File: src/pkg/scpwm_pkg.sv
// Shared constants for the two-channel standard PWM block and its two period timers.
`default_nettype none
package scpwm_pkg;
    // Register bus geometry.
    localparam int SCPWM_AW = 4;
    localparam int SCPWM_DW = 8;
    localparam int SCPWM_NCH = 2;
    localparam int SCPWM_NTMR = 2;
    // Register addresses, one byte register at each.
    localparam logic [3:0] ADDR_TMR_COUNT [SCPWM_NTMR] = '{4'h0, 4'h3};
    localparam logic [3:0] ADDR_TMR_LIMIT [SCPWM_NTMR] = '{4'h1, 4'h4};
    localparam logic [3:0] ADDR_TMR_CTRL [SCPWM_NTMR] = '{4'h2, 4'h5};
    localparam logic [3:0] ADDR_CH_LOW [SCPWM_NCH] = '{4'h6, 4'h9};
    localparam logic [3:0] ADDR_CH_SHADOW [SCPWM_NCH] = '{4'h7, 4'hA};
    localparam logic [3:0] ADDR_CH_CTRL [SCPWM_NCH] = '{4'h8, 4'hB};
    localparam logic [3:0] ADDR_TIMER_SEL = 4'hC;
    // Reset values.
    localparam logic [7:0] ZERO_BYTE = 8'h00;
    localparam logic [7:0] LIMIT_RESET = 8'hFF;
    // Timer control fields: bit 7 unimplemented, 6:3 postscale, 2 run, 1:0 prescale.
    localparam logic [7:0] TCTRL_MASK = 8'h7F;
    localparam int TCTRL_RUN_BIT = 2;
    localparam int TCTRL_PRE_LSB = 0;
    localparam int TCTRL_POST_LSB = 3;
    localparam logic [1:0] PRE_DIV1 = 2'h0;
    localparam logic [1:0] PRE_DIV4 = 2'h1;
    // Channel control fields: bits 7:6 unimplemented, 5:4 duty low bits, 3:0 mode.
    localparam logic [7:0] CCTRL_MASK = 8'h3F;
    localparam int CCTRL_DCB_LSB = 4;
    localparam int CCTRL_MODE_HI_LSB = 2;
    localparam logic [1:0] MODE_HI_PWM = 2'h3;
    localparam logic [1:0] TIMER_SEL_MASK = 2'h3;
    // Time base: one timer increment is four oscillator periods times the prescale.
    localparam int OSC_PERIOD_NS = 50;
    localparam int CLK_PERIOD_NS = 50;
    localparam int OSC_PER_INC = 4;
    localparam int CYC_PER_OSC = (OSC_PERIOD_NS + CLK_PERIOD_NS - 1) / CLK_PERIOD_NS;
    localparam int SUB_W = 6;
    localparam logic [5:0] SUB_MAX_DIV1 = 6'(OSC_PER_INC * CYC_PER_OSC * 1 - 1);
    localparam logic [5:0] SUB_MAX_DIV4 = 6'(OSC_PER_INC * CYC_PER_OSC * 4 - 1);
    localparam logic [5:0] SUB_MAX_DIV16 = 6'(OSC_PER_INC * CYC_PER_OSC * 16 - 1);
    localparam logic [3:0] POST_ZERO = 4'h0;
    localparam logic [5:0] SUB_ZERO = 6'h00;
endpackage
`default_nettype wire

File: src/rtl/scpwm_top.sv
// Two standard PWM channels with two 8-bit period timers and a byte register port.
`timescale 1ns/100ps
`default_nettype none
// What this block does
// Channel pin carries PWM with ten-bit duty.
// Cleared control register forces output latch low.
// Software clears port direction bit for output; this block has no direction bit and always drives PWM_OUT.
// Period is limit plus one, four, prescale.
// Timer equal limit clears on next increment.
// Pin set each period start unless duty zero.
// Period end copies duty into shadow latches.
// Duty is low register over control bits 5:4.
// Duty writes anytime, applied after period ends.
// Shadow register read-only while in PWM mode.
// Pin cleared when duty equals extended timer.
// Duty beyond period keeps pin high throughout.
// Postscaler never affects PWM period or frequency.
// Software sets limit, duty, pin, timer, mode; the block has no pin direction setting, only the other four.
// Prescaler divides by one, four or sixteen.
// Waveform only while mode field selects PWM.
module scpwm_top import scpwm_pkg::*; (
    input wire logic CLK_IN,
    input wire logic ARST_N_IN,
    input wire logic [3:0] ADDR_IN,
    input wire logic [7:0] WDATA_IN,
    input wire logic WR_IN,
    input wire logic RD_IN,
    output logic [7:0] RDATA_OUT,
    output logic [1:0] PWM_OUT,
    output logic [1:0] POST_TICK_OUT
);
    // Timer state, one entry per timer.
    logic [7:0] count_reg [SCPWM_NTMR]; // Timer count.
    logic [7:0] count_next [SCPWM_NTMR];
    logic [7:0] limit_reg [SCPWM_NTMR]; // Period limit.
    logic [7:0] limit_next [SCPWM_NTMR];
    logic [7:0] tctrl_reg [SCPWM_NTMR]; // Run, prescale and postscale control.
    logic [7:0] tctrl_next [SCPWM_NTMR];
    logic [5:0] sub_reg [SCPWM_NTMR]; // Clock cycles inside one increment.
    logic [5:0] sub_next [SCPWM_NTMR];
    logic [3:0] post_reg [SCPWM_NTMR]; // Postscale match counter.
    logic [3:0] post_next [SCPWM_NTMR];
    logic [1:0] post_pulse_reg, post_pulse_next; // Postscaled match pulses.
    logic [1:0] tick; // Timer increments on this edge.
    logic [1:0] period_start; // Timer wraps to zero on this edge.
    logic [9:0] ext_next [SCPWM_NTMR]; // Count extended by two fine bits, after this edge.
    // Channel staging registers.
    logic [7:0] low_reg [SCPWM_NCH]; // Staged upper duty bits.
    logic [7:0] low_next [SCPWM_NCH];
    logic [7:0] cctrl_reg [SCPWM_NCH]; // Channel control.
    logic [7:0] cctrl_next [SCPWM_NCH];
    logic [7:0] shadow [SCPWM_NCH]; // Shadow bytes read back from channels.
    logic [1:0] tsel_reg, tsel_next; // Timer chosen for each channel.
    logic [7:0] rdata_reg, rdata_next; // Read data, one cycle after the strobe.

    // Fine bits below the count: the quarter phase at divide one, else prescaler bits.
    function automatic logic [1:0] fine_bits(input logic [1:0] pre, input logic [5:0] sub);
        logic [1:0] f;
        f = sub[5:4];
        if (pre == PRE_DIV1) begin
            f = sub[1:0];
        end else if (pre == PRE_DIV4) begin
            f = sub[3:2];
        end
        return f;
    endfunction

    // Last sub-count of an increment for the chosen prescale.
    function automatic logic [5:0] sub_limit(input logic [1:0] pre);
        logic [5:0] m;
        m = SUB_MAX_DIV16;
        if (pre == PRE_DIV1) begin
            m = SUB_MAX_DIV1;
        end else if (pre == PRE_DIV4) begin
            m = SUB_MAX_DIV4;
        end
        return m;
    endfunction

    genvar t;
    generate
        for (t = 0; t < SCPWM_NTMR; t++) begin : g_tmr
            logic run; // Timer enabled.
            logic [1:0] pre; // Prescale select.
            logic wrap; // Count equals limit.
            assign run = tctrl_reg[t][TCTRL_RUN_BIT];
            assign pre = tctrl_reg[t][TCTRL_PRE_LSB +: 2];
            assign wrap = (count_reg[t] == limit_reg[t]);
            assign tick[t] = run && (sub_reg[t] == sub_limit(pre));
            assign period_start[t] = tick[t] && wrap;
            assign ext_next[t] = {count_next[t], fine_bits(pre, sub_next[t])};

            // Next values of the timer: prescaled count, wrap and register writes.
            always_comb begin
                count_next[t] = count_reg[t];
                limit_next[t] = limit_reg[t];
                tctrl_next[t] = tctrl_reg[t];
                sub_next[t] = sub_reg[t];
                post_next[t] = post_reg[t];
                post_pulse_next[t] = 1'b0;
                if (run) begin
                    // Four cycles per oscillator quarter sequence, times the prescale.
                    sub_next[t] = tick[t] ? SUB_ZERO : sub_reg[t] + 6'h01;
                end
                if (tick[t]) begin
                    // A count equal to the limit clears on this increment.
                    count_next[t] = wrap ? ZERO_BYTE : count_reg[t] + 8'h01;
                end
                if (period_start[t]) begin
                    // Postscaler only paces its own pulse, never the period.
                    if (post_reg[t] == tctrl_reg[t][TCTRL_POST_LSB +: 4]) begin
                        post_next[t] = POST_ZERO;
                        post_pulse_next[t] = 1'b1;
                    end else begin
                        post_next[t] = post_reg[t] + 4'h1;
                    end
                end
                if (WR_IN && ADDR_IN == ADDR_TMR_COUNT[t]) begin
                    // Writing the count also restarts the prescaler.
                    count_next[t] = WDATA_IN;
                    sub_next[t] = SUB_ZERO;
                end
                if (WR_IN && ADDR_IN == ADDR_TMR_LIMIT[t]) begin
                    limit_next[t] = WDATA_IN;
                end
                if (WR_IN && ADDR_IN == ADDR_TMR_CTRL[t]) begin
                    tctrl_next[t] = WDATA_IN & TCTRL_MASK;
                end
            end

            // Timer registers.
            always_ff @(posedge CLK_IN or negedge ARST_N_IN) begin
                if (!ARST_N_IN) begin
                    count_reg[t] <= ZERO_BYTE;
                    limit_reg[t] <= LIMIT_RESET;
                    tctrl_reg[t] <= ZERO_BYTE;
                    sub_reg[t] <= SUB_ZERO;
                    post_reg[t] <= POST_ZERO;
                end else begin
                    count_reg[t] <= count_next[t];
                    limit_reg[t] <= limit_next[t];
                    tctrl_reg[t] <= tctrl_next[t];
                    sub_reg[t] <= sub_next[t];
                    post_reg[t] <= post_next[t];
                end
            end
        end

        for (t = 0; t < SCPWM_NCH; t++) begin : g_ch
            // Next values of the channel staging registers; writable at any time.
            always_comb begin
                low_next[t] = low_reg[t];
                cctrl_next[t] = cctrl_reg[t];
                if (WR_IN && ADDR_IN == ADDR_CH_LOW[t]) begin
                    low_next[t] = WDATA_IN;
                end
                if (WR_IN && ADDR_IN == ADDR_CH_CTRL[t]) begin
                    cctrl_next[t] = WDATA_IN & CCTRL_MASK;
                end
            end

            // Channel staging registers.
            always_ff @(posedge CLK_IN or negedge ARST_N_IN) begin
                if (!ARST_N_IN) begin
                    low_reg[t] <= ZERO_BYTE;
                    cctrl_reg[t] <= ZERO_BYTE;
                end else begin
                    low_reg[t] <= low_next[t];
                    cctrl_reg[t] <= cctrl_next[t];
                end
            end

            // The channel follows the timer its select bit names.
            scpwm_channel u_channel (
                .clk_in(CLK_IN),
                .arst_n_in(ARST_N_IN),
                .ctrl_in(cctrl_reg[t]),
                .duty_low_in(low_reg[t]),
                .shadow_wr_in(WR_IN && ADDR_IN == ADDR_CH_SHADOW[t]),
                .wdata_in(WDATA_IN),
                .start_in(period_start[tsel_reg[t]]),
                .ext_next_in(ext_next[tsel_reg[t]]),
                .shadow_out(shadow[t]),
                .pwm_out(PWM_OUT[t])
            );
        end
    endgenerate

    // Timer select register and the read multiplexer.
    always_comb begin
        tsel_next = tsel_reg;
        rdata_next = ZERO_BYTE;
        if (WR_IN && ADDR_IN == ADDR_TIMER_SEL) begin
            tsel_next = WDATA_IN[1:0] & TIMER_SEL_MASK;
        end
        if (RD_IN) begin
            // Unmapped addresses read as zero.
            if (ADDR_IN == ADDR_TIMER_SEL) begin
                rdata_next = {6'h00, tsel_reg};
            end
            for (int i = 0; i < SCPWM_NTMR; i++) begin
                if (ADDR_IN == ADDR_TMR_COUNT[i]) begin
                    rdata_next = count_reg[i];
                end
                if (ADDR_IN == ADDR_TMR_LIMIT[i]) begin
                    rdata_next = limit_reg[i];
                end
                if (ADDR_IN == ADDR_TMR_CTRL[i]) begin
                    rdata_next = tctrl_reg[i];
                end
            end
            for (int i = 0; i < SCPWM_NCH; i++) begin
                if (ADDR_IN == ADDR_CH_LOW[i]) begin
                    rdata_next = low_reg[i];
                end
                if (ADDR_IN == ADDR_CH_SHADOW[i]) begin
                    rdata_next = shadow[i];
                end
                if (ADDR_IN == ADDR_CH_CTRL[i]) begin
                    rdata_next = cctrl_reg[i];
                end
            end
        end
    end

    // Bus-side registers.
    always_ff @(posedge CLK_IN or negedge ARST_N_IN) begin
        if (!ARST_N_IN) begin
            tsel_reg <= 2'h0;
            rdata_reg <= ZERO_BYTE;
            post_pulse_reg <= 2'h0;
        end else begin
            tsel_reg <= tsel_next;
            rdata_reg <= rdata_next;
            post_pulse_reg <= post_pulse_next;
        end
    end

    assign RDATA_OUT = rdata_reg;
    assign POST_TICK_OUT = post_pulse_reg;
endmodule
`default_nettype wire

File: src/rtl/scpwm_channel.sv
// One PWM channel: duty double-buffer, output latch and duty compare.
`timescale 1ns/100ps
`default_nettype none
module scpwm_channel import scpwm_pkg::*; (
    input wire logic clk_in,
    input wire logic arst_n_in,
    input wire logic [7:0] ctrl_in,
    input wire logic [7:0] duty_low_in,
    input wire logic shadow_wr_in,
    input wire logic [7:0] wdata_in,
    input wire logic start_in,
    input wire logic [9:0] ext_next_in,
    output logic [7:0] shadow_out,
    output logic pwm_out
);
    logic [7:0] shadow_reg, shadow_next; // Upper eight bits of the live duty value.
    logic [1:0] lsb_reg, lsb_next; // Hidden two-bit latch for the duty low bits.
    logic out_reg, out_next; // Channel output latch.
    logic pwm_mode; // High while the mode field selects PWM.
    logic [9:0] duty_live; // Duty value in use this period.
    logic [9:0] duty_new; // Duty value software has staged.

    assign pwm_mode = (ctrl_in[CCTRL_MODE_HI_LSB +: 2] == MODE_HI_PWM);
    assign duty_live = {shadow_reg, lsb_reg};
    assign duty_new = {duty_low_in, ctrl_in[CCTRL_DCB_LSB +: 2]};
    assign shadow_out = shadow_reg;
    assign pwm_out = out_reg;

    // Next values of the buffer and output latch.
    always_comb begin
        shadow_next = shadow_reg;
        lsb_next = lsb_reg;
        out_next = out_reg;
        if (ctrl_in == ZERO_BYTE) begin
            // A cleared control register forces the latch low.
            out_next = 1'b0;
            if (shadow_wr_in) begin
                shadow_next = wdata_in;
            end
        end else if (!pwm_mode) begin
            // Outside PWM mode the shadow is an ordinary writable byte.
            out_next = 1'b0;
            if (shadow_wr_in) begin
                shadow_next = wdata_in;
            end
        end else if (start_in) begin
            // Period end: take the staged duty and raise the pin unless it is zero.
            shadow_next = duty_low_in;
            lsb_next = ctrl_in[CCTRL_DCB_LSB +: 2];
            out_next = (duty_new != 10'h000);
        end else if (duty_live == ext_next_in) begin
            // The extended count reaches the duty value: drop the pin.
            out_next = 1'b0;
        end
    end

    // Registers of the channel.
    always_ff @(posedge clk_in or negedge arst_n_in) begin
        if (!arst_n_in) begin
            shadow_reg <= ZERO_BYTE;
            lsb_reg <= 2'h0;
            out_reg <= 1'b0;
        end else begin
            shadow_reg <= shadow_next;
            lsb_reg <= lsb_next;
            out_reg <= out_next;
        end
    end
endmodule
`default_nettype wire

File: config.mk
export PLATFORM = sky130hd
export DESIGN_NAME = scpwm_top
export DESIGN_NICKNAME = d
export VERILOG_FILES = /design/src/pkg/scpwm_pkg.sv /design/src/rtl/scpwm_top.sv /design/src/rtl/scpwm_channel.sv
export SDC_FILE = /design/constraint.sdc
export NUM_CORES = 1
export LEC_CHECK = 0
export CORE_MARGIN = 4
export CORE_UTILIZATION = 30
export CTS_BUF_LIST = sky130_fd_sc_hd__clkbuf_16
export DETAILED_ROUTE_END_ITERATION = 12
export DONT_BUFFER_PORTS = 1
export PLACE_DENSITY = 0.52
export SLEW_MARGIN = 20
export SYNTH_ARGS = -nofsm -noshare
export SYNTH_HDL_FRONTEND = slang
export SYNTH_SLANG_ARGS = --single-unit
export TNS_END_PERCENT = 100
File: constraint.sdc
create_clock -name CLK_IN -period 5.57 [get_ports CLK_IN]
set_clock_uncertainty 0.1 [all_clocks]
set_input_delay 0.557 -clock CLK_IN [delete_from_list [all_inputs] [get_ports CLK_IN]]
set_output_delay 0.557 -clock CLK_IN [all_outputs]
set_load 0.01 [all_outputs]
======== Word level (Yosys, flattened, before mapping) ========
Cells that the tools add are included.
storage, ports and cells
  flip-flop bits (word level) ............. 128
  output and inout port bits .............. 12
  logic and storage cells ................. 157
cells by class
  $add $sub $neg .......................... 6
  order comparisons ....................... 4
  bitwise operators ....................... 4
  reductions and logical operators ........ 26
  multiplexer cells ....................... 66
  eq/ne operators ......................... 28
operators with widths
  cell                                                  count
  two-way mux 8 bit                                     27
  two-way mux 10 bit                                    6
  two-way mux 6 bit                                     10
  equality test 10 bit                                  2
  equality test 4 bit (second input constant)           5
  nonzero test 10 bit                                   2
  logical AND 1 bit                                     17
  adder 8 x 1 -> 8 bit (second input constant)          2
  equality test 4 x 3 -> 1 bit (second input constant)  4
  equality test 8 bit                                   2
  zero test 8 bit                                       2
  two-way mux 1 bit                                     16
  adder 6 x 1 -> 6 bit (second input constant)          2
  equality test 6 bit                                   2
  two-way mux 2 bit                                     5
  adder 4 x 1 -> 4 bit (second input constant)          2
  equality test 4 x 2 -> 1 bit (second input constant)  2
  equality test 4 bit                                   2
  two-way mux 4 bit                                     2
  != test 4 x 3 -> 1 bit (second input constant)        2
  != test 3 x 2 -> 1 bit (second input constant)        2
  AND reduction 3 bit                                   2
  equality test 2 x 1 -> 1 bit (second input constant)  2
  equality test 2 bit (second input constant)           2
  7 further kinds                                       12

======== Logic depth before layout (Yosys ltp) ========
  depth after elaboration ................. 18
  mapped depth ............................ 11

======== Hierarchy ========
A second synthesis with hierarchy kept.
unflattened totals
  cells, all modules ...................... 758
  area, all modules ....................... 7524.7 µm²
modules (own cells, without submodules)
  module         cells an instance  area each (µm²)  times used
  scpwm_top      636                6303.5           1
  scpwm_channel  61                 610.6            2

======== Worst setup path before layout ========
No wires, ideal clock.
  path kind ............................... flip-flop to flip-flop
  from .................................... reg sub_reg[6] (netlist bit)
  to ...................................... reg g_ch[1].u_channel.out_reg
  setup time .............................. 145 ps
  clock period less this slack ............ 2762 ps
  stages on the path, launching flop included .. 11
  arrival time ............................ 2517 ps
  path slack .............................. 2808 ps
  buffers on the path ..................... 1
  cell sequence ........................... dfrtp_1 -> ha_1 -> and2_1 -> clkbuf_2 -> and4_1 -> o22ai_4 -> o31a_1 -> a211oi_1 -> or3_1 -> a2111oi_2 -> a41oi_1
on the way
  cells in the longest elaborated chain, start to end .. 12
  elaborated cells on any way between the ends .. 21
ends and longest elaborated chain
  item                                                           RTL line             source
  from (decl)                                                    scpwm_top.sv:39      logic [5:0] sub_reg [SCPWM_NTMR];
  from (signal, indexed assignment)                              scpwm_top.sv:143     sub_reg[t] <= sub_next[t];
  branches (longest 12 deep; another with adder 6 x 1 -> 6 bit)  -
  to (signal assigned)                                           scpwm_channel.sv:66  out_reg <= out_next;
  to (decl)                                                      scpwm_channel.sv:18  logic out_reg, out_next;
Several ways; the timed one is not identified. The select of a mux whose other input is x is not followed.
A chain may end at the register's enable or synchronous reset.

======== Final worst setup path ========
  from .................................... reg sub_reg[6] (netlist bit)
  to ...................................... reg g_ch[0].u_channel.out_reg
on the way
  cells in the longest elaborated chain, start to end .. 12
  elaborated cells on any way between the ends .. 21
ends and longest elaborated chain
  item                                                           RTL line
  branches (longest 12 deep; another with adder 6 x 1 -> 6 bit)  -
  to (signal assigned)                                           scpwm_channel.sv:66
  to (decl)                                                      scpwm_channel.sv:18
Several ways; the timed one is not identified. The select of a mux whose other input is x is not followed.

==> impl_metrics.json <==
{
  "status": "complete, but fails checks",
  "violations": "negative hold slack",
  "clockPowerShare_pct": 30.6,
  "final_layout_size_suffix_gt1_share_pct": 16.5,
  "h-tree-depth": 4,
  "cts_resized": 0,
  "antenna_found_initial": 0,
  "finalSetupTns_ns": 0,
  "cts_buffer_depth": 2,
  "synth-seq-cells": 128,
  "min_path_type": "input port to asynchronous set/reset pin",
  "cp-start-kind": "register",
  "synthArstFlopShare_pct": 100,
  "pwr-share-comb_pct": 28.6,
  "path_common_cell": "nand4_1",
  "synth_most_common_cell": "dfrtp_1",
  "finalCritPeriodShare_pct": 60.9,
  "die_w_um": 173,
  "synth_top_area_share_pct": 34.5,
  "die_area_mm2": 0.0298,
  "seqPwrFrac_pct": 40.8,
  "clkTransAtPathRegs_ns": 0.06,
  "fin_ws_ns": 2.18,
  "gp_congestion": 0.945,
  "grt_pass1_wl_mm": 42.0,
  "ys_seq_area_share_pct": 39.7,
  "critical_path_class": "register to register",
  "syn_inst": 862,
  "cts_tree": "done",
  "num_vias": 6810,
  "synth_area_leaders": "dfrtp_1 (34%), mux2_2 (8.3%), dfstp_2 (5.2%)",
  "vias_per_cell": 5.78,
  "cp_cell_sequence": "ha_1 > and2_1 > and4_1 > nor2_1 > o211ai_1 > nand4_1 > nand4_1 > a211oi_1 > a41oi_1",
  "leakage_nw": 3.52,
  "yosys-top-cells-count": "dfrtp_1 (112), nand2_1 (91), nor2_1 (81)",
  "ff2ff_path_depth": 9,
  "start_util_pct": 30.8,
  "routed_wl_mm": 27.3,
  "utilization_pct": 33.9,
  "area_growth_pct": 10.0,
  "worst-r2r-setup-slack_ns": 2.18,
  "ys_types": 82,
  "die_h_um": 173,
  "worstPathRequired_ns": 5.76,
  "holdWs_ns": -0.0133,
  "synthesis.nets": 884,
  "drtPass1Iterations": 5,
  "post-route-min-period_ns": 3.39,
  "p_int_mw": 2.34,
  "worst_path_largest_cell_delay_ns": 0.79,
  "grt_max_degree": 129,
  "cts_sinks": 128,
  "finalMaxSlewViolations": 0,
  "cp.arrival_ns": 3.58,
  "crit_path_end_kind": "register",
  "core_area_mm2": 0.0264,
  "crit_slowest_cell": "nor2_1",
  "cts_root_buffer": "clkbuf_16",
  "io_pins": 28,
  "finalSetupViolCount": 0,
  "rsz0062_at_grt": "no",
  "io_buffers": 0,
  "power_density_mw_per_mm2": 417,
  "syn_area_per_cell_um2": 9.43,
  "grt.overflow.total": 0,
  "dp_hpwl_mm": 19.8,
  "dr.first_iter.drc_count": 731,
  "yosys_warnings": 0,
  "antennaDiodeCount": 0,
  "hold_viol": 3,
  "relSlewSlack_pct": 29.5,
  "grtUsageTotal_pct": 18.3,
  "nets": 853,
  "maxCapViolCount": 0,
  "synth_ff_type": "dfrtp_1",
  "grt_pass1_vias": 6651,
  "r2r_end": "g_ch[0].u_channel.pwm_out",
  "timing.fmax_mhz": 295,
  "clk_latency_ns": 0.42,
  "switchingPower_mw": 1.39,
  "r2r-start": "sub_reg[6]",
  "yosysTopAreaCell": "dfrtp_1",
  "crit_path_max_fanout": 14,
  "netSwitchingFraction_pct": 37.3,
  "core.rowCount": 59,
  "place_ws_ns": 2.22,
  "ir_worst_vdd_uv": 236,
  "synth_edf_count": 0,
  "wl_per_cell_um": 23.1,
  "synthesis.area_mm2": 0.00813,
  "drc": 0,
  "tightest_slew_ns": 1.03,
  "cts_buffers": 17,
  "ant_nets": 0
}
[timing repair]
action | in CTS | in global routing
buffers inserted | 0 | 0
hold buffers | 1 | 0
endpoints found under the hold margin | 128 | 0
[kinds of logic (layout without fill, tap and decap cells)]
kind of cell / Yosys count / in the layout / synth area share, %
flip-flops: 128 / 128 / 39.7
AND/OR/NAND/NOR: 304 / 304 / 18.7
AO/OA/AOI/OAI: 216 / 216 / 19.2
XOR/XNOR: 55 / 55 / 5.93
buffers and inverters: 74 / 56 / 4.06
adder cells (fa/ha/maj): 6 / 6 / 0.924
multiplexers: 79 / 79 / 11.6
[power by group through the flow]
stage / Clock (mW) / Combinational, mW / Sequential [mW]
after floorplan: 0 / 0.936 / 1.31
after global placement: 0 / 1.04 / 1.53
after detailed placement: 0 / 1.03 / 1.53
after CTS: 1.16 / 1.06 / 1.52
after global routing: 1.21 / 1.18 / 1.55
final: 1.14 / 1.07 / 1.52
[worst max-delay path by stage]
stage	cells past startpoint	slack, ns	startpoint	to
5_1_grt	9	1.93	sub_reg[6]	g_ch[1].u_channel.pwm_out
3_5_place_dp	9	2.22	sub_reg[6]	g_ch[0].u_channel.pwm_out
6_report	9	2.18	sub_reg[6]	g_ch[0].u_channel.pwm_out
2_1_floorplan	10	2.81	sub_reg[6]	g_ch[1].u_channel.pwm_out
3_3_place_gp	9	2.31	sub_reg[6]	g_ch[0].u_channel.pwm_out
4_1_cts	9	2.23	sub_reg[6]	g_ch[0].u_channel.pwm_out
[area by class of cell]
cell class	count	area, µm²
fillers	2690	17400
multi-input cells	660	4580
flip-flops and latches	128	3220
clock buffers	17	425
well taps	335	419
clock inverters	15	169
inverters	21	78.8
repair buffers	3	42.5
[through the flow]
step	power (mW)	hold slack (ns)	std cells	instance area, µm²
3_5_place_dp	2.56	0.168	1146	8310
6_report	3.73	-0.0133	1179	8940
4_1_cts	3.74	0.0365	1179	8930
2_1_floorplan	2.25	0.161	862	8130
5_1_grt	3.94	0.0434	1179	8940
3_3_place_gp	2.56	0.168	1146	8310
[critical path: cells and delay by family, from the launching register on]
family	cells	cell delay, ns
AND/OR/NAND/NOR	5	1.64
AO/OA/AOI/OAI	3	0.83
adder cells (fa/ha/maj)	1	0.25
flip-flops	1	0.42
[layout by cell type (no fill, tap or decap), types with 20 or more instances in the layout]
master	count
mux2_2	60
nand2_1	91
xor2_1	20
nand3_1	22
nor2_1	81
dfrtp_1	112
o21ai_0	48
a21oi_1	30
xnor2_1	35
inv_1	22
[per-layer routing]
metal	up-vias	part of all wire, %	global-route usage [%]
met1	3369	43	24.6
met3	60	7.9	5.35
met2	253	45	27.3
li1	3128	-	-
met4	0	4.3	8.12
met5	-	0	0
Note: power is estimated with default switching activity, not from simulation.
